==> config.mk <==
export PLATFORM = sky130hd
export DESIGN_NAME = tfw_top
export DESIGN_NICKNAME = d
export VERILOG_FILES = /design/src/tfw_pkg.sv /design/src/tfw_top.sv
export SDC_FILE = /design/constraint.sdc
export NUM_CORES = 1
export LEC_CHECK = 0
export BUFFER_PORTS_ARGS = -buffer_cell sky130_fd_sc_hd__clkbuf_2
export CORE_MARGIN = 2
export CORE_UTILIZATION = 40
export CTS_CLUSTER_SIZE = 8
export DETAILED_ROUTE_END_ITERATION = 12
export GPL_ROUTABILITY_DRIVEN = 0
export GPL_TIMING_DRIVEN = 0
export MAX_ROUTING_LAYER = met4
export PLACE_DENSITY = 0.63
export SLEW_MARGIN = 5
export SYNTH_ARGS = -nofsm -noshare
export SYNTH_HDL_FRONTEND = slang
export SYNTH_SLANG_ARGS = --single-unit
export TNS_END_PERCENT = 30
==> constraint.sdc <==
create_clock -name pclk -period 5.7 [get_ports pclk]
set_clock_uncertainty 0.15 [all_clocks]
set_input_delay 1.71 -clock pclk [delete_from_list [all_inputs] [get_ports pclk]]
set_output_delay 1.71 -clock pclk [all_outputs]
set_load 0.01 [all_outputs]
==> src/tfw_pkg.sv <==
// constants, types and register map of the disk track format writer
package tfw_pkg;
	// ----------------------------------------
	// timing
	// ----------------------------------------
	localparam int CLK_HZ        = 20_000_000;
	localparam int SEQ_TIMEOUT_S = 40;
	localparam int SEQ_CYCLES    = SEQ_TIMEOUT_S * CLK_HZ;
	localparam int IDX_CYCLES    = 1_000_000;
	localparam int DSL_CYCLES    = 16;
	// ----------------------------------------
	// register byte offsets
	// ----------------------------------------
	localparam logic [11:0] REG_CTRL = 12'h000;
	localparam logic [11:0] REG_TGT  = 12'h004;
	localparam logic [11:0] REG_LIM  = 12'h008;
	localparam logic [11:0] REG_SVC  = 12'h00C;
	localparam logic [11:0] REG_PAT  = 12'h010;
	localparam logic [11:0] REG_LEN  = 12'h014;
	localparam logic [11:0] REG_RECS = 12'h018;
	localparam logic [11:0] REG_STAT = 12'h01C;
	localparam logic [11:0] REG_AMM  = 12'h020;
	localparam logic [11:0] REG_RHDR = 12'h024;
	localparam logic [11:0] REG_RDAT = 12'h028;
	// ----------------------------------------
	// field lengths in bytes, index is drive class A,B,C (3 reads as C)
	// ----------------------------------------
	localparam logic [7:0] PRE_SEC [4] = '{8'h24, 8'h30, 8'h1B, 8'h1B};
	localparam logic [7:0] RLK_LEN [4] = '{8'h0A, 8'h0F, 8'h0C, 8'h0C};
	localparam logic [7:0] PAD_SEC [4] = '{8'h0E, 8'h15, 8'h09, 8'h09};
	localparam logic [7:0] LEAD_AM [4] = '{8'h16, 8'h22, 8'h10, 8'h10};
	localparam logic [7:0] VFO_AM  [4] = '{8'h05, 8'h08, 8'h10, 8'h10};
	localparam logic [7:0] PAD_AM  [4] = '{8'h1B, 8'h1C, 8'h10, 8'h10};
	localparam logic [7:0] MARK_LEN = 8'h03;
	localparam logic [7:0] HDR_LEN  = 8'h03;
	localparam logic [7:0] MIN_DATA = 8'h02;
	localparam logic [1:0] CLS_BAD  = 2'h3;
	// ----------------------------------------
	// error codes
	// ----------------------------------------
	localparam logic [7:0] E_ILL  = 8'h00;
	localparam logic [7:0] E_RNG  = 8'h02;
	localparam logic [7:0] E_SEEK = 8'h03;
	localparam logic [7:0] E_AMS  = 8'h05;
	localparam logic [7:0] E_DLEN = 8'h06;
	localparam logic [7:0] E_SVC  = 8'h07;
	localparam logic [7:0] E_AMC  = 8'h09;
	localparam logic [7:0] E_RD   = 8'h14;
	localparam logic [7:0] E_IDX  = 8'h16;
	localparam logic [7:0] E_SEQ  = 8'h18;
	localparam logic [7:0] E_DSL  = 8'h28;
	localparam logic [7:0] E_HALT = 8'h29;
	// ----------------------------------------
	// types
	// ----------------------------------------
	typedef enum logic [2:0] {
		CMD_NOP, CMD_FORMAT, CMD_WRITE, CMD_READ,
		CMD_SEEK, CMD_SEQUP, CMD_DESEL, CMD_AMCOUNT
	} tfw_cmd_t;
	typedef struct packed {
		logic [22:0] rsv;
		logic        rpt;
		logic        ovr;
		logic [1:0]  cls;
		logic        am;
		tfw_cmd_t    cmd;
		logic        start;
	} tfw_ctrl_t;
	typedef struct packed {
		logic [7:0] rsv;
		logic [7:0] rd_stat;
		logic [3:0] rsv2;
		logic       dat_mis;
		logic       hdr_mis;
		logic       busy;
		logic       err;
		logic [7:0] code;
	} tfw_stat_t;
	typedef struct packed {
		logic       index;
		logic       seek_done;
		logic       seek_inc;
		logic       ready;
		logic       sel_ind;
		logic       wr_sense;
		logic       am_found;
		logic       rd_err;
		logic       rd_bit;
		logic [7:0] rd_stat;
	} tfw_drv_in_t;
	typedef struct packed {
		logic        wr_gate;
		logic        wr_bit;
		logic        am_nt;
		logic        seek_stb;
		logic        seq_req;
		logic        select;
		logic [15:0] cyl;
		logic [7:0]  head;
	} tfw_drv_out_t;
endpackage

==> src/tfw_top.sv <==
// track format writer: apb registers, checks and serial field sequencer
//
// Our own choices: register access over APB and the placing of the registers.
`timescale 1ns/100ps
module tfw_top import tfw_pkg::*; #(
	parameter int SEQ_CYC = SEQ_CYCLES,
	parameter int IDX_CYC = IDX_CYCLES,
	parameter int DSL_CYC = DSL_CYCLES
) (
	input  wire logic        pclk,
	input  wire logic        presetn,
	input  wire logic        psel,
	input  wire logic        penable,
	input  wire logic        pwrite,
	input  wire logic [11:0] paddr,
	input  wire logic [31:0] pwdata,
	output logic      [31:0] prdata,
	output logic             pready,
	output logic             pslverr,
	input  wire tfw_drv_in_t drv_i,
	output tfw_drv_out_t     drv_o
);
	typedef enum logic [3:0] {
		ST_IDLE, ST_CHK, ST_IDX, ST_LEAD, ST_MARK, ST_PRE, ST_HDR,
		ST_RLK, ST_DATA, ST_PAD, ST_HALT, ST_SEEK, ST_SEQ, ST_DESEL,
		ST_AMIDX, ST_AMCNT
	} tfw_state_t;

	tfw_ctrl_t    ctrl;
	tfw_state_t   state, next_state;
	tfw_drv_out_t next_o;
	tfw_stat_t    stat;
	logic [15:0]  tgt_cyl, lim_cyl, svc_lo, dlen, rlen, recs;
	logic [7:0]   tgt_head, lim_head, rd_stat, err_code, next_code;
	logic [31:0]  pattern, rsh, next_rsh, rd_dat, timer, next_timer;
	logic [15:0]  rd_cyl, byte_cnt, fld_len, ovh, rec_left, am_cnt, am_meas;
	logic [7:0]   rd_head, hdr_byte, pat_byte;
	logic [2:0]   bit_cnt;
	logic         err, set_err, hdr_mis, dat_mis, idx_prev, select;
	logic         chk_bad, fld_last, is_fld, bit_val, gate_on;
	logic [7:0]   chk_code;

	// ----------------------------------------
	// apb slave
	// ----------------------------------------
	wire       setup  = psel & ~penable;
	wire       wr_en  = psel & penable & pwrite;
	wire       hit    = paddr <= REG_RDAT && paddr[1:0] == 2'h0;
	wire       go     = wr_en && paddr == REG_CTRL && pwdata[0] && state == ST_IDLE;
	wire       busy   = state != ST_IDLE;
	wire       idx_rise = drv_i.index & ~idx_prev;
	wire       trk_cmd  = ctrl.cmd inside {CMD_FORMAT, CMD_WRITE, CMD_READ};
	wire       rd_cmd   = ctrl.cmd == CMD_READ;
	wire [1:0] c      = ctrl.cls;
	assign pready  = 1'b1;
	assign pslverr = psel & penable & ~hit;

	// status word assembled from live state
	always_comb begin
		stat         = '0;
		stat.code    = err_code;
		stat.err     = err;
		stat.busy    = busy;
		stat.hdr_mis = hdr_mis;
		stat.dat_mis = dat_mis;
		stat.rd_stat = rd_stat;
	end

	// read data captured in setup so it stands through the access phase
	always_ff @(posedge pclk or negedge presetn) begin
		if (!presetn) begin
			prdata <= '0;
		end else if (setup && !pwrite) begin
			case (paddr)
				REG_CTRL: prdata <= ctrl;
				REG_TGT:  prdata <= {8'h00, tgt_head, tgt_cyl};
				REG_LIM:  prdata <= {8'h00, lim_head, lim_cyl};
				REG_SVC:  prdata <= {16'h0000, svc_lo};
				REG_PAT:  prdata <= pattern;
				REG_LEN:  prdata <= {rlen, dlen};
				REG_RECS: prdata <= {16'h0000, recs};
				REG_STAT: prdata <= stat;
				REG_AMM:  prdata <= {16'h0000, am_meas};
				REG_RHDR: prdata <= {8'h00, rd_head, rd_cyl};
				REG_RDAT: prdata <= rd_dat;
				default:  prdata <= '0;
			endcase
		end
	end

	// configuration registers; start bit is not stored
	always_ff @(posedge pclk or negedge presetn) begin
		if (!presetn) begin
			ctrl     <= '0;
			{tgt_head, tgt_cyl} <= '0;
			{lim_head, lim_cyl} <= '1;
			svc_lo   <= '1;
			pattern  <= '0;
			{rlen, dlen} <= '0;
			recs     <= '0;
		end else if (wr_en && !busy) begin
			case (paddr)
				REG_CTRL: ctrl <= tfw_ctrl_t'({pwdata[31:1], 1'b0});
				REG_TGT:  {tgt_head, tgt_cyl} <= pwdata[23:0];
				REG_LIM:  {lim_head, lim_cyl} <= pwdata[23:0];
				REG_SVC:  svc_lo <= pwdata[15:0];
				REG_PAT:  pattern <= pwdata;
				REG_LEN:  {rlen, dlen} <= pwdata;
				REG_RECS: recs <= pwdata[15:0];
				default:  ;
			endcase
		end
	end

	// ----------------------------------------
	// command checks
	// ----------------------------------------
	// fixed bytes of one record for the selected mode and class
	assign ovh = ctrl.am ?
		16'(MARK_LEN) + 16'(VFO_AM[c]) + 16'(HDR_LEN) + 16'(RLK_LEN[c]) + 16'(PAD_AM[c]) :
		16'(PRE_SEC[c]) + 16'(HDR_LEN) + 16'(RLK_LEN[c]) + 16'(PAD_SEC[c]);
	wire e_ill = ctrl.cmd == CMD_NOP || c == CLS_BAD;
	wire e_rng = tgt_cyl > lim_cyl || tgt_head > lim_head;
	wire e_ams = trk_cmd && (rlen < ovh + 16'(MIN_DATA) || dlen < 16'(MIN_DATA));
	wire e_dln = trk_cmd && dlen > rlen - ovh;
	wire e_svc = trk_cmd && !ctrl.ovr && tgt_cyl < svc_lo;
	wire e_rng_used = e_rng && (trk_cmd || ctrl.cmd == CMD_SEEK);

	// priority order of refusal codes
	always_comb begin
		chk_bad  = 1'b1;
		chk_code = E_ILL;
		if (e_ill) begin
			chk_code = E_ILL;
		end else if (e_rng_used) begin
			chk_code = E_RNG;
		end else if (e_ams) begin
			chk_code = E_AMS;
		end else if (e_dln) begin
			chk_code = E_DLEN;
		end else if (e_svc) begin
			chk_code = E_SVC;
		end else begin
			chk_bad = 1'b0;
		end
	end

	// ----------------------------------------
	// field sequencer
	// ----------------------------------------
	assign is_fld = state inside {ST_LEAD, ST_MARK, ST_PRE, ST_HDR, ST_RLK, ST_DATA, ST_PAD};

	// length of the current field in bytes
	always_comb begin
		case (state)
			ST_LEAD: fld_len = 16'(LEAD_AM[c]);
			ST_MARK: fld_len = 16'(MARK_LEN);
			ST_PRE:  fld_len = ctrl.am ? 16'(VFO_AM[c]) : 16'(PRE_SEC[c]);
			ST_HDR:  fld_len = 16'(HDR_LEN);
			ST_RLK:  fld_len = 16'(RLK_LEN[c]);
			ST_DATA: fld_len = dlen;
			ST_PAD:  fld_len = ctrl.am ? 16'(PAD_AM[c]) : 16'(PAD_SEC[c]);
			default: fld_len = 16'h0001;
		endcase
	end
	assign fld_last = is_fld && bit_cnt == 3'h7 && byte_cnt == fld_len - 16'h0001;

	// header bytes are binary cylinder high, cylinder low, head
	assign hdr_byte = byte_cnt == 16'h0000 ? tgt_cyl[15:8] :
		byte_cnt == 16'h0001 ? tgt_cyl[7:0] : tgt_head;
	assign pat_byte = pattern[{~byte_cnt[1:0], 3'h0} +: 8];

	// serial bit, msb first; sync one bit closes preamble and relock
	always_comb begin
		case (state)
			ST_PRE, ST_RLK: bit_val = fld_last;
			ST_HDR:         bit_val = hdr_byte[~bit_cnt];
			ST_DATA:        bit_val = pat_byte[~bit_cnt];
			default:        bit_val = 1'b0;
		endcase
	end

	// format writes every field, write from relock on, read never
	always_comb begin
		case (ctrl.cmd)
			CMD_FORMAT: gate_on = 1'b1;
			CMD_WRITE:  gate_on = state inside {ST_RLK, ST_DATA, ST_PAD};
			default:    gate_on = 1'b0;
		endcase
	end
	wire samp = state inside {ST_HDR, ST_DATA} && ctrl.cmd != CMD_FORMAT;
	assign next_rsh = {rsh[30:0], drv_i.rd_bit};

	// ----------------------------------------
	// main control
	// ----------------------------------------
	wire tmo_idx = timer == 32'(IDX_CYC - 1);
	wire tmo_seq = timer == 32'(SEQ_CYC - 1);
	wire tmo_dsl = timer == 32'(DSL_CYC - 1);
	wire rd_fail = is_fld && rd_cmd && drv_i.rd_err;
	tfw_state_t err_dest;
	assign err_dest = ctrl.rpt ? ST_HALT : ST_IDLE;

	always_comb begin
		next_state = state;
		set_err    = 1'b0;
		next_code  = E_ILL;
		case (state)
			ST_IDLE: if (go) begin
				next_state = ST_CHK;
			end
			ST_CHK: if (chk_bad) begin
				set_err    = 1'b1;
				next_code  = chk_code;
				next_state = ST_IDLE;
			end else begin
				case (ctrl.cmd)
					CMD_SEEK:    next_state = ST_SEEK;
					CMD_SEQUP:   next_state = ST_SEQ;
					CMD_DESEL:   next_state = ST_DESEL;
					CMD_AMCOUNT: next_state = ST_AMIDX;
					default:     next_state = ST_IDX;
				endcase
			end
			ST_IDX, ST_AMIDX: if (idx_rise) begin
				if (state == ST_AMIDX) next_state = ST_AMCNT;
				else next_state = ctrl.am ? ST_LEAD : ST_PRE;
			end else if (tmo_idx) begin
				set_err    = 1'b1;
				next_code  = E_IDX;
				next_state = err_dest;
			end
			ST_LEAD: if (fld_last) next_state = ST_MARK;
			ST_MARK: if (fld_last) next_state = ST_PRE;
			ST_PRE:  if (fld_last) next_state = ST_HDR;
			ST_HDR:  if (fld_last) next_state = ST_RLK;
			ST_RLK:  if (fld_last) next_state = ST_DATA;
			ST_DATA: if (fld_last) next_state = ST_PAD;
			ST_PAD:  if (fld_last) begin
				if (rec_left > 16'h0001) next_state = ctrl.am ? ST_MARK : ST_PRE;
				else next_state = ctrl.rpt ? ST_IDX : ST_IDLE;
			end
			ST_HALT: if (!drv_i.wr_sense) begin
				next_state = ST_IDLE;
			end else if (tmo_dsl) begin
				set_err    = 1'b1;
				next_code  = E_HALT;
				next_state = ST_IDLE;
			end
			ST_SEEK: if (drv_i.seek_inc || tmo_idx) begin
				set_err    = 1'b1;
				next_code  = E_SEEK;
				next_state = ST_IDLE;
			end else if (drv_i.seek_done) begin
				next_state = ST_IDLE;
			end
			ST_SEQ: if (drv_i.ready) begin
				next_state = ST_IDLE;
			end else if (tmo_seq) begin
				set_err    = 1'b1;
				next_code  = E_SEQ;
				next_state = ST_IDLE;
			end
			ST_DESEL: if (tmo_dsl) begin
				set_err    = drv_i.sel_ind;
				next_code  = E_DSL;
				next_state = ST_IDLE;
			end
			ST_AMCNT: if (idx_rise) begin
				set_err    = am_cnt != recs;
				next_code  = E_AMC;
				next_state = ST_IDLE;
			end else if (tmo_idx) begin
				set_err    = 1'b1;
				next_code  = E_IDX;
				next_state = ST_IDLE;
			end
			default: next_state = ST_IDLE;
		endcase
		if (rd_fail) begin
			set_err    = 1'b1;
			next_code  = E_RD;
			next_state = err_dest;
		end
	end
	assign next_timer = next_state != state ? '0 : timer + 32'h0000_0001;

	// drive outputs: no field is driven once an error is latched
	always_comb begin
		next_o          = drv_o;
		next_o.cyl      = tgt_cyl;
		next_o.head     = tgt_head;
		next_o.select   = select;
		next_o.wr_gate  = !set_err && gate_on && is_fld;
		next_o.wr_bit   = next_o.wr_gate && bit_val;
		next_o.am_nt    = next_o.wr_gate && state == ST_MARK;
		next_o.seek_stb = state == ST_CHK && next_state == ST_SEEK;
		next_o.seq_req  = next_state == ST_SEQ;
	end

	always_ff @(posedge pclk or negedge presetn) begin
		if (!presetn) begin
			state <= ST_IDLE;
			timer <= '0;
			drv_o <= '0;
			idx_prev <= 1'b0;
		end else begin
			state <= next_state;
			timer <= next_timer;
			drv_o <= next_o;
			idx_prev <= drv_i.index;
		end
	end

	// byte and bit counters restart with every field
	always_ff @(posedge pclk or negedge presetn) begin
		if (!presetn) begin
			{byte_cnt, bit_cnt} <= '0;
		end else if (!is_fld || next_state != state || fld_last) begin
			{byte_cnt, bit_cnt} <= '0;
		end else begin
			{byte_cnt, bit_cnt} <= {byte_cnt, bit_cnt} + 19'h00001;
		end
	end

	// records left on the track, reloaded from recs in ST_CHK and ST_IDX
	always_ff @(posedge pclk or negedge presetn) begin
		if (!presetn) begin
			rec_left <= '0;
		end else if (state inside {ST_CHK, ST_IDX}) begin
			rec_left <= recs;
		end else if (state == ST_PAD && fld_last) begin
			rec_left <= rec_left - 16'h0001;
		end
	end

	// error latch: set wins, cleared only when a command is started from idle
	always_ff @(posedge pclk or negedge presetn) begin
		if (!presetn) begin
			err      <= 1'b0;
			err_code <= E_ILL;
		end else if (set_err) begin
			err      <= 1'b1;
			err_code <= next_code;
		end else if (go) begin
			err      <= 1'b0;
			err_code <= E_ILL;
		end
	end

	// select follows deselect and any other accepted command
	always_ff @(posedge pclk or negedge presetn) begin
		if (!presetn) begin
			select <= 1'b0;
		end else if (state == ST_CHK && !chk_bad) begin
			select <= ctrl.cmd != CMD_DESEL;
		end
	end

	// address mark counter and measured count
	always_ff @(posedge pclk or negedge presetn) begin
		if (!presetn) begin
			am_cnt  <= '0;
			am_meas <= '0;
		end else if (state == ST_AMIDX) begin
			am_cnt <= '0;
		end else if (state == ST_AMCNT) begin
			if (idx_rise) am_meas <= am_cnt;
			else if (drv_i.am_found) am_cnt <= am_cnt + 16'h0001;
		end
	end

	// read-back capture and comparison of header and data
	always_ff @(posedge pclk or negedge presetn) begin
		if (!presetn) begin
			rsh <= '0;
			{rd_cyl, rd_head, rd_dat, rd_stat} <= '0;
			{hdr_mis, dat_mis} <= '0;
		end else if (go) begin
			{hdr_mis, dat_mis} <= '0;
		end else begin
			if (samp) rsh <= next_rsh;
			if (samp && fld_last && state == ST_HDR) begin
				{rd_cyl, rd_head} <= next_rsh[23:0];
				hdr_mis <= next_rsh[23:0] != {tgt_cyl, tgt_head};
			end
			if (samp && bit_cnt == 3'h7 && state == ST_DATA) begin
				rd_dat <= next_rsh;
				if (next_rsh[7:0] != pat_byte && rd_cmd) dat_mis <= 1'b1;
			end
			if (rd_fail) rd_stat <= drv_i.rd_stat;
		end
	end
endmodule

## Yosys cells after proc, flatten, opt, wreduce, memory -nomap -nowiden

Index checks and enable logic that the tools add are counted.

- Add/subtract/negate cells: 14
- Mux-type cells: 111
- Bitwise logic cells: 13
- Eq/ne operators: 48
- Reduce and logical (&&, ||, !) cells: 76
- Order comparisons: 10
- Shift operators: 1

Operator list:

| kind | number |
|---|---|
| case mux 32 bit (11 select lines) | 1 |
| two-way mux 8 bit | 20 |
| two-way mux 16 bit | 7 |
| binary-select mux 8 bit (select 2 bit) | 6 |
| case mux 16 bit (6 select lines) | 1 |
| two-way mux 4 bit | 22 |
| case mux 4 bit (15 select lines) | 1 |
| case mux 8 bit (7 select lines) | 1 |
| == test 12 x 5 -> 1 bit (second input constant) | 4 |
| == test 4 bit (second input constant) | 10 |
| == test 12 x 6 -> 1 bit (second input constant) | 3 |
| adder 32 x 1 -> 32 bit (second input constant) | 1 |
| == test 32 x 20 -> 1 bit (second input constant) | 1 |
| == test 32 x 30 -> 1 bit (second input constant) | 1 |
| == test 32 x 4 -> 1 bit (second input constant) | 1 |
| greater-than comparator 16 bit | 2 |
| two-way mux 32 bit | 1 |
| variable part select 32 x 6 -> 8 bit | 1 |
| subtractor 16 x 1 -> 16 bit (second input constant) | 2 |
| logical AND 1 bit | 28 |
| two-way mux 1 bit | 26 |
| two-way mux 5 bit | 5 |
| == test 12 x 4 -> 1 bit (second input constant) | 2 |
| two-way mux 3 bit | 8 |
| other kinds (62) | 118 |

- Flip-flop bits (word level): 448
- Input port bits: 66
- Logic and storage cells: 315
- Output and inout port bits: 64

## Longest topological paths before layout

Gate-level depths: netlist of the first run.

- Depth in word-level cells: 23
- Gate-level depth with buffers: 30
- Mapped depth without buffers: 27

## Worst setup path after synthesis of the first run

No wires, ideal clock.

- Kind: register to register
- Start: register ctrl (netlist bit c[1])
- End: register err_code[1]
- Cell stages (with the launch flop): 28
- Setup time: 67 ps
- Data required time: 5,483 ps
- Slack: -42 ps
- Clock period less this slack: 5,742 ps
- Buffers on the path: 2
- Arrival time: 5,526 ps
- Cell sequence: dfrtp_1 buf_2 or2_1 buf_2 ha_1 ha_1 a21oi_1 xnor2_1 nor2_1 ha_1 a21oi_1 o21ai_0 a21oi_1 nor2b_1 nor3_1 nand3_1 xor2_1 ha_1 nand4_1 or4_1 o21a_1 o31a_1 nor2b_1 nand2_1 or3b_2 a2111o_1 a21oi_1 a221o_1

- Longest elaborated chain between the ends: 20
- Elaborated cells between the ends (all ways): 49
- Classes of those cells: add/sub: 9; order compare: 2; eq/ne: 1; mux: 31; bitwise: 1; reduce/logical: 5

RTL lines:

| item | line | source |
|---|---|---|
| start, declared | tfw_top.sv:29 | `tfw_ctrl_t ctrl;` |
| start signal, assigned | tfw_top.sv:103 | `REG_CTRL: ctrl <= tfw_ctrl_t'({pwdata[31:1], 1'b0});` |
| NOT 2 -> 3 bit (not written as such) | tfw_top.sv:120, tfw_top.sv:121 |  |
| binary-select mux 8 bit (select 2 bit) | tfw_top.sv:120 | `16'(MARK_LEN) + 16'(VFO_AM[c]) + 16'(HDR_LEN) + 16'(RLK_LEN[c]) + 16'(PAD_AM[c]) :` |
| two-way mux 8 bit (not written as such) (2 in a row) | tfw_top.sv:120 |  |
| adder 2 x 8 -> 9 bit | tfw_top.sv:120 |  |
| adder 9 x 2 -> 10 bit | tfw_top.sv:120 |  |
| adder 10 x 8 -> 11 bit | tfw_top.sv:120 |  |
| adder 11 x 8 -> 12 bit | tfw_top.sv:120 |  |
| two-way mux 12 bit | tfw_top.sv:119 | `assign ovh = ctrl.am ?` |
| [... 3 more ...] | - |  |
| two-way mux 3 bit (tied with other cells) | tfw_top.sv:139 | `end else if (e_dln) begin` |
| two-way mux 3 bit / two-way mux 1 bit (equally long branches) | tfw_top.sv:137 | `end else if (e_ams) begin` |
| two-way mux 3 bit / two-way mux 1 bit (equally long branches) | tfw_top.sv:135 | `end else if (e_rng_used) begin` |
| two-way mux 3 bit / two-way mux 1 bit (equally long branches) | tfw_top.sv:133 | `if (e_ill) begin` |
| two-way mux 8 bit / two-way mux 1 bit (equally long branches) | tfw_top.sv:212 | `ST_CHK: if (chk_bad) begin` |
| case mux 8 bit (7 select lines) / case mux 1 bit (7 select lines) (equally long branches) | tfw_top.sv:208 | `case (state)` |
| two-way mux 8 bit / two-way mux 1 bit (equally long branches) | tfw_top.sv:280 | `if (rd_fail) begin` |
| two-way mux 8 bit / nonzero test 2 bit (equally long branches) | - |  |
| end signal, assigned | tfw_top.sv:344 | `err_code <= next_code;` |
| end, declared | tfw_top.sv:34 | `logic [7:0] tgt_head, lim_head, rd_stat, err_code, next_code;` |

Several ways; a longest one is shown, not always the timed one. The select of a mux whose other input is x is not followed.
A chain may end at the register's enable or synchronous reset.

## Worst setup path in the final report of the first run

- Start: register ctrl (netlist bit c[0])
- End: register err_code[1]

Same word-level chain as after synthesis.

==> run_results.csv, run 1 <==
group,metric,value,unit
outcome,outcome,"complete, but fails checks",
outcome,violations,"setup timing",
grt,grt_pass1_wl,127,mm
critical_path,critPathMaxFanout,6,
timing,relSlewSlack,24.6,%
final_layout,final_cell_area,28700,µm²
pwr,comb_power_share,20.7,%
grt,grt_overflow,0,
timing,drv_slew,0,
pwr,leakage,13.1,nW
yosys,syn_area,24400,µm²
pwr,p_switching,2.93,mW
pwr,peakVddDrop,0.000313,V
final_layout,layout.nets,2548,
job,maxCapViolCount,0,
yosys,synth_ff_type,"dfrtp_1",
grt,first_global_vias,20000,
die,ios,130,
detailed_routing,finalWirelength,85.3,mm
timing,post-route-min-period,5.73,ns
timing,timing.fmax,174,MHz
yosys,yosys_warnings,0,
pwr,p_sw_share,33.0,%
die,initial_core_util,40.4,%
critical_path,critPathLaunchType,"flip-flop",
critical_path,cpPeakStageDelay,0.54,ns
worst_hold_path,hp-class,"flip-flop to flip-flop",
timing,tns,-0.0600,ns
yosys,synth_area_leaders,"dfrtp_1 (42%), mux2_2 (13%), dfstp_2 (4.3%)",
timing,min_period_over_period,101,%
yosys,ys_seq_area_share,45.9,%
timing,worst_pin_slew,1.13,ns
critical_path,endpoint_kind,"flip-flop",
clock_network,holdBufCountCts,0,
yosys,synthCells,2180,
pwr,p_int,5.96,mW
yosys,synth_top_area_share,41.6,%
critical_path,critPathSlowestCell,"or4_4",
clock_network,cts-root-buf,"clkbuf_16",
yosys,ys_top_cells_by_count,"dfrtp_1 (406), mux2_2 (277), nand2_1 (139)",
detailed_routing,drt_iter0_markers,2246,
clock_network,clk_latency,0.63,ns
worst_hold_path,whs_path_depth,0,
detailed_routing,dr.pass1.iters,9,
pwr,power,8.89,mW
place,hpwlAfterDp,62.9,mm
yosys,synth.distinct_cells,92,
critical_path,reg2regPathDepth,25,
yosys,synth_edf_count,0,
pwr,pwr-share-seq,37.8,%
clock_network,htree_num_levels,3,
timing,fin_ws,-0.0326,ns
final_layout,layout-drive-gt1-share,28.6,%
clock_network,cts_tree,"done",
critical_path,crit_type,"flip-flop to flip-flop",
timing,rsz0062_at_grt,"yes",
die,coreArea,60400,µm²
detailed_routing,drcViolationCount,0,
critical_path,path_depth,25,
pwr,powerDensity,310,nW/µm²
detailed_routing,ant_nets,0,
timing,finalSetupViolCount,4,
critical_path,cp.required,6.09,ns
yosys,synthArstFlopShare,100,%
yosys,synth_most_common_cell,"dfrtp_1",
critical_path,cp_num_buf_inv,0,
yosys,post_synth.cell_area_avg,11.2,µm²
timing,hold_viol_final,0,
grt,grtUsageTotal,27.6,%
grt,antenna_found_initial,2,
clock_network,cts.clk_slew.worst_paths,0.05,ns
clock_network,clock_path_buffers,3,
yosys,ys_seq_elements,446,
die,row_count,90,
place,io_buffers,127,
clock_network,cts-buffers-inserted,66,
die,die_area,63000,µm²
detailed_routing,vias_per_cell,6.21,
grt,grt_max_degree,113,
final_layout,syn2layout_area_growth,17.5,%
critical_path,cp.arrival,6.12,ns
critical_path,cp_top_family,"simple AND/OR/NAND/NOR gates",
yosys,synth_largest_area_cell,"dfrtp_1",
final_layout,final_core_util,47.5,%
place,place_area,26200,µm²
pwr,clkPwrFrac,41.5,%
die,die_w,251,µm
clock_network,clock-sinks,446,
die,die_h,251,µm
detailed_routing,num_vias,20000,
final_layout,fill_cells,5517,
detailed_routing,wl_per_cell,26.5,µm
==> path summary, 6_finish.rpt <==
check,start,endpoint,slack (ns)
worst min register to register,select$_DFFE_PN0P_,drv_o[24]$_DFF_PN0_,0.28
min in group asynchronous,presetn,timer[19]$_DFF_PN0_,0.90
worst min-delay path,select$_DFFE_PN0P_,drv_o[24]$_DFF_PN0_,0.28
worst max register to register,c[0]$_DFFE_PN0P_,err_code[1]$_DFFE_PN0P_,-0.03
worst max-delay path,c[0]$_DFFE_PN0P_,err_code[1]$_DFFE_PN0P_,-0.03
max in group asynchronous,presetn,rsh[23]$_DFFE_PN0P_,2.64
==> placed cells by master (no fill, tap or decap), types with 22 or more instances in the layout <==
cell,n
dfstp_2,40
nor4_2,34
dfrtp_1,404
clkbuf_16,67
clkbuf_2,126
buf_4,22
nor4_1,31
nand2_1,136
ha_1,77
nand3_1,55
inv_1,73
nor3_1,29
a31oi_1,32
mux2_2,277
a222oi_1,32
a21oi_1,55
o21ai_0,55
xor2_1,90
a22oi_1,27
nand4_1,42
a22o_1,32
xnor2_1,58
a221oi_1,29
and3_1,29
nor2_1,103
a21o_1,27
clkbuf_1,106
==> metal layers <==
layer	vias up	track usage (%)	share of wire, %	wire, µm
li1	8569	-	-	-
met1	10100	35.7	41	35200
met2	1067	41.4	45	38200
met3	263	5.57	8.2	6980
met4	0	13.9	5.7	4870
met5	-	-	0	0
==> timing repair <==
item	in CTS	in global routing
setup endpoints to repair	59	59
pin swaps	17	47
cloned	0	1
buffers inserted	12	9
gates resized for setup	34	50
==> through the flow <==
stage               instances  hold slack [ns]  worst slack (ns)
global placement         3092            0.261             -7.16
global route             3223            0.293            -0.192
floorplan                2183            0.199            0.0615
finish                   3224            0.280           -0.0326
detailed placement       3096            0.268            -0.692
CTS                      3213            0.288           0.00405
==> power by group through the flow <==
stage / logic, mW / clock network, mW / registers (mW)
floorplan: 1.19 / 0 / 3.36
global placement: 1.66 / 0 / 3.41
detailed placement: 1.71 / 0 / 3.40
CTS: 1.73 / 3.73 / 3.35
global route: 1.97 / 3.89 / 3.37
finish: 1.84 / 3.69 / 3.36
==> state kept, by name, summed over array words and instances, names as in the netlist, 29 cells and up <==
register and count:
prdata 32, rsh 31, ctrl 29, rd_dat 32, timer 32, pattern 32
drv_o 30
==> logic make-up after synthesis <==
group,share of synthesized area [%]
compound gates,12.0
xor+xnor,5.46
fa+ha+maj,4.32
buf+inv,3.45
flops,45.9
mux,14.6
other cells,0.0154
simple gates,14.2
==> area by class of cell <==
cell class | instances | area [µm²] | area share [%]
Clock buffer | 99 | 1780 | 6.19
Sequential cell | 446 | 11200 | 39.1
Buffer | 121 | 591 | 2.06
Inverter | 76 | 292 | 1.02
Timing Repair Buffer | 151 | 935 | 3.26
Tap cell | 782 | 978 | 3.41
Antenna cell | 3 | 7.51 | 0.0262
Multi-Input combinational cell | 1537 | 12700 | 44.4
Clock inverter | 9 | 168 | 0.585
Power figures use the tool's default switching activity.
==> run 2, diff against run 1 <==
--- a/config.mk
+++ b/config.mk
@@ -5,6 +5,7 @@
 export SDC_FILE = /design/constraint.sdc
 export NUM_CORES = 1
 export LEC_CHECK = 0
+export ABC_AREA = 1
 export BUFFER_PORTS_ARGS = -buffer_cell sky130_fd_sc_hd__clkbuf_2
 export CORE_MARGIN = 2
 export CORE_UTILIZATION = 40
==> run 2 against run 1 <==
The run now ends clean; routed wire length about the same; fmax increased by 5.0%; count of clock-buffer cells in the layout decreased by 4; first-iteration DRC count increased by 7.9%; hold slack improved by 0.024 ns; register-to-register slack improved by 0.27 ns; via count increased by 12%.
==> run_results.csv, run 2 <==
group,metric,value,unit
outcome,outcome,"completed",
detailed_routing,ant_nets,0,
critical_path,critPathMaxFanout,8,
critical_path,regToRegStartpoint,"c[1]$_DFFE_PN0P_",
yosys,synth_top_area_share,42.2,%
clock_network,htree_num_levels,3,
yosys,synthCells,2988,
critical_path,rr_endpoint,"timer[8]$_DFF_PN0_",
yosys,synth_area_leaders,"dfrtp_1 (42%), nand2_1 (10%), o21ai_0 (8.0%)",
place,hpwlAfterDp,63.7,mm
yosys,ys_seq_elements,446,
die,coreArea,59200,µm²
yosys,synth_edf_count,0,
timing,post-route-min-period,5.46,ns
grt,grt_overflow,0,
timing,tns,0,ns
yosys,synth_most_common_cell,"nand2_1",
critical_path,cp_top_family,"simple AND/OR/NAND/NOR gates",
timing,timing.fmax,183,MHz
yosys,synth_compound_area_share,15.1,%
timing,worst_pin_slew,1.31,ns
yosys,post_synth.cell_area_avg,8.06,µm²
die,initial_core_util,40.6,%
yosys,ys_top_cells_by_count,"nand2_1 (663), dfrtp_1 (406), o21ai_0 (385)",
critical_path,cpPeakStageDelay,0.39,ns
yosys,synth_largest_area_cell,"dfrtp_1",
clock_network,cts-root-buf,"clkbuf_16",
critical_path,endpoint_kind,"flip-flop",
yosys,synth_top_family_by_area,"simple AND/OR/NAND/NOR gates",
yosys,synth.distinct_cells,55,
job,maxCapViolCount,0,
final_layout,layout.nets,3359,
grt,antenna_found_initial,1,
clock_network,clock-sinks,446,
yosys,yosys.area_share.simple,22.5,%
die,row_count,89,
grt,grtUsageTotal,28.0,%
critical_path,cp.required,6.10,ns
yosys,synth_ff_type,"dfrtp_1",
worst_hold_path,min_to,"timer[0]$_DFF_PN0_",
worst_hold_path,hp-class,"flip-flop to flip-flop",
timing,relSlewSlack,12.4,%
clock_network,clk_latency,0.62,ns
pwr,peakVddDrop,0.000218,V
clock_network,clock_path_buffers,3,
critical_path,reg2regPathDepth,35,
timing,drv_slew,0,
critical_path,r2r_setup_slack,0.24,ns
place,io_buffers,128,
timing,hold_viol_final,0,
pwr,powerDensity,307,nW/µm²
yosys,syn_area,24100,µm²
final_layout,layout-drive-gt1-share,12.4,%
yosys,synthArstFlopShare,100,%
worst_hold_path,whs_path_depth,1,
yosys,yosys_warnings,0,
detailed_routing,dr.pass1.iters,7,
clock_network,cts_tree,"done",
clock_network,holdBufCountCts,0,
clock_network,cts-buffers-inserted,67,
pwr,power,8.65,mW
detailed_routing,finalWirelength,85.3,mm
critical_path,crit_type,"flip-flop to flip-flop",
yosys,synthAdderAreaFrac,4.38,%
critical_path,cp.arrival,5.85,ns
die,die_w,249,µm
die,die_area,62200,µm²
grt,first_global_vias,21100,
yosys,synth_xor_area_share,3.99,%
final_layout,syn2layout_area_growth,17.1,%
detailed_routing,num_vias,22400,
final_layout,final_core_util,47.6,%
worst_hold_path,hp-start,"timer[0]$_DFF_PN0_",
final_layout,final_cell_mix,"nand2_1 (655), dfrtp_1 (405), o21ai_0 (380)",
critical_path,critPathSlowestCell,"dfrtp_1",
yosys,synthMuxAreaShare,0.166,%
final_layout,antenna_cells,0,
detailed_routing,wl_per_cell,21.2,µm
grt,grt_pass1_wl,129,mm
die,die_h,249,µm
detailed_routing,drcViolationCount,0,
timing,finalSetupViolCount,0,
yosys,ys_seq_area_share,46.6,%
clock_network,cts.clk_slew.worst_paths,0.05,ns
detailed_routing,vias_per_cell,5.58,
pwr,leakage,12.9,nW
detailed_routing,drt_iter0_markers,2423,
critical_path,critPathLaunchType,"flip-flop",
critical_path,cp_num_buf_inv,6,
grt,grt_max_degree,108,
timing,min_period_over_period,95.8,%
die,ios,130,
final_layout,final_common_cell,"nand2_1",
run 2: cell types whose count changed after synthesis, moves of 67 or more:
| cell | before | now |
|---|---|---|
| o21ai_0 | 62 | 385 |
| nand2_1 | 139 | 663 |
| nand3_1 | 55 | 122 |
| inv_1 | 75 | 347 |
| nor2_1 | 106 | 262 |
| mux2_2 | 277 | 0 |
run 2: metal layers:
layer	vias up	track usage, %	wire length [µm]
li1	10400	-	-
met1	10800	36.6	36000
met2	1010	41.6	37400
met3	247	4.46	6650
met4	0	15.1	5280
met5	-	-	0
run 2: power breakdown:
group	switching (mW)	internal [mW]	total [mW]
combinational	0.985	0.487	1.47
sequential	0.125	3.28	3.41
clock	1.52	2.26	3.77
run 2: per-stage QoR:
step / hold slack, ns / cells / area, µm² / worst slack, ns
after floorplan: 0.204 / 2991 / 24100 / 0.221
after global placement: 0.300 / 3892 / 25700 / -7.74
after detailed placement: 0.292 / 3896 / 25800 / -1.26
after CTS: 0.313 / 4008 / 27900 / 0.0167
after global routing: 0.332 / 4019 / 28200 / -0.00578
final: 0.304 / 4019 / 28200 / 0.242
run 2: area by class of cell:
cell class / instances / area, µm²
tap: 773 / 967
clock buffer: 95 / 1810
sequential: 446 / 11200
multi-input combinational: 2081 / 11300
clock inverter: 10 / 149
inverter: 365 / 1390
fill: 5857 / 31000
timing repair buffer: 150 / 922
buffer: 99 / 434
run 2: kinds of logic after synthesis:
group | after synthesis
buffers and inverters | 464
and+or+nand+nor | 1250
adders and majority gates | 83
muxes | 4
other | 1
DFF | 446
xor gates and xnor gates | 108
AOI/OAI and AO/OA | 632
run 2: worst reg2reg max path: cells and delay by family, from the launching register on:
family                     cells  cell delay (ns)
and+or+nand+nor               17             2.06
xor gates and xnor gates       1             0.13
adders and majority gates      4             0.92
buffers and inverters          6             0.77
DFF                            1             0.39
AOI/OAI and AO/OA              7             0.98
run 2: repair_timing:
| item | in CTS | in global routing |
|---|---|---|
| buffers inserted | 7 | 9 |
| pin swaps | 13 | 25 |
| gates resized for setup | 30 | 45 |
| endpoints found under the setup margin | 63 | 60 |
| gates cloned | 0 | 2 |
run 2: worst max path at each step:
stage	startpoint	end	cells after the start
floorplan	paddr[10]	pslverr	7
global placement	presetn	drv_o[3]$_DFF_PN0_	1
detailed placement	paddr[10]	pslverr	9
CTS	c[1]$_DFFE_PN0P_	byte_cnt[12]$_DFF_PN0_	36
global route	c[1]$_DFFE_PN0P_	timer[8]$_DFF_PN0_	35
finish	c[1]$_DFFE_PN0P_	timer[8]$_DFF_PN0_	35
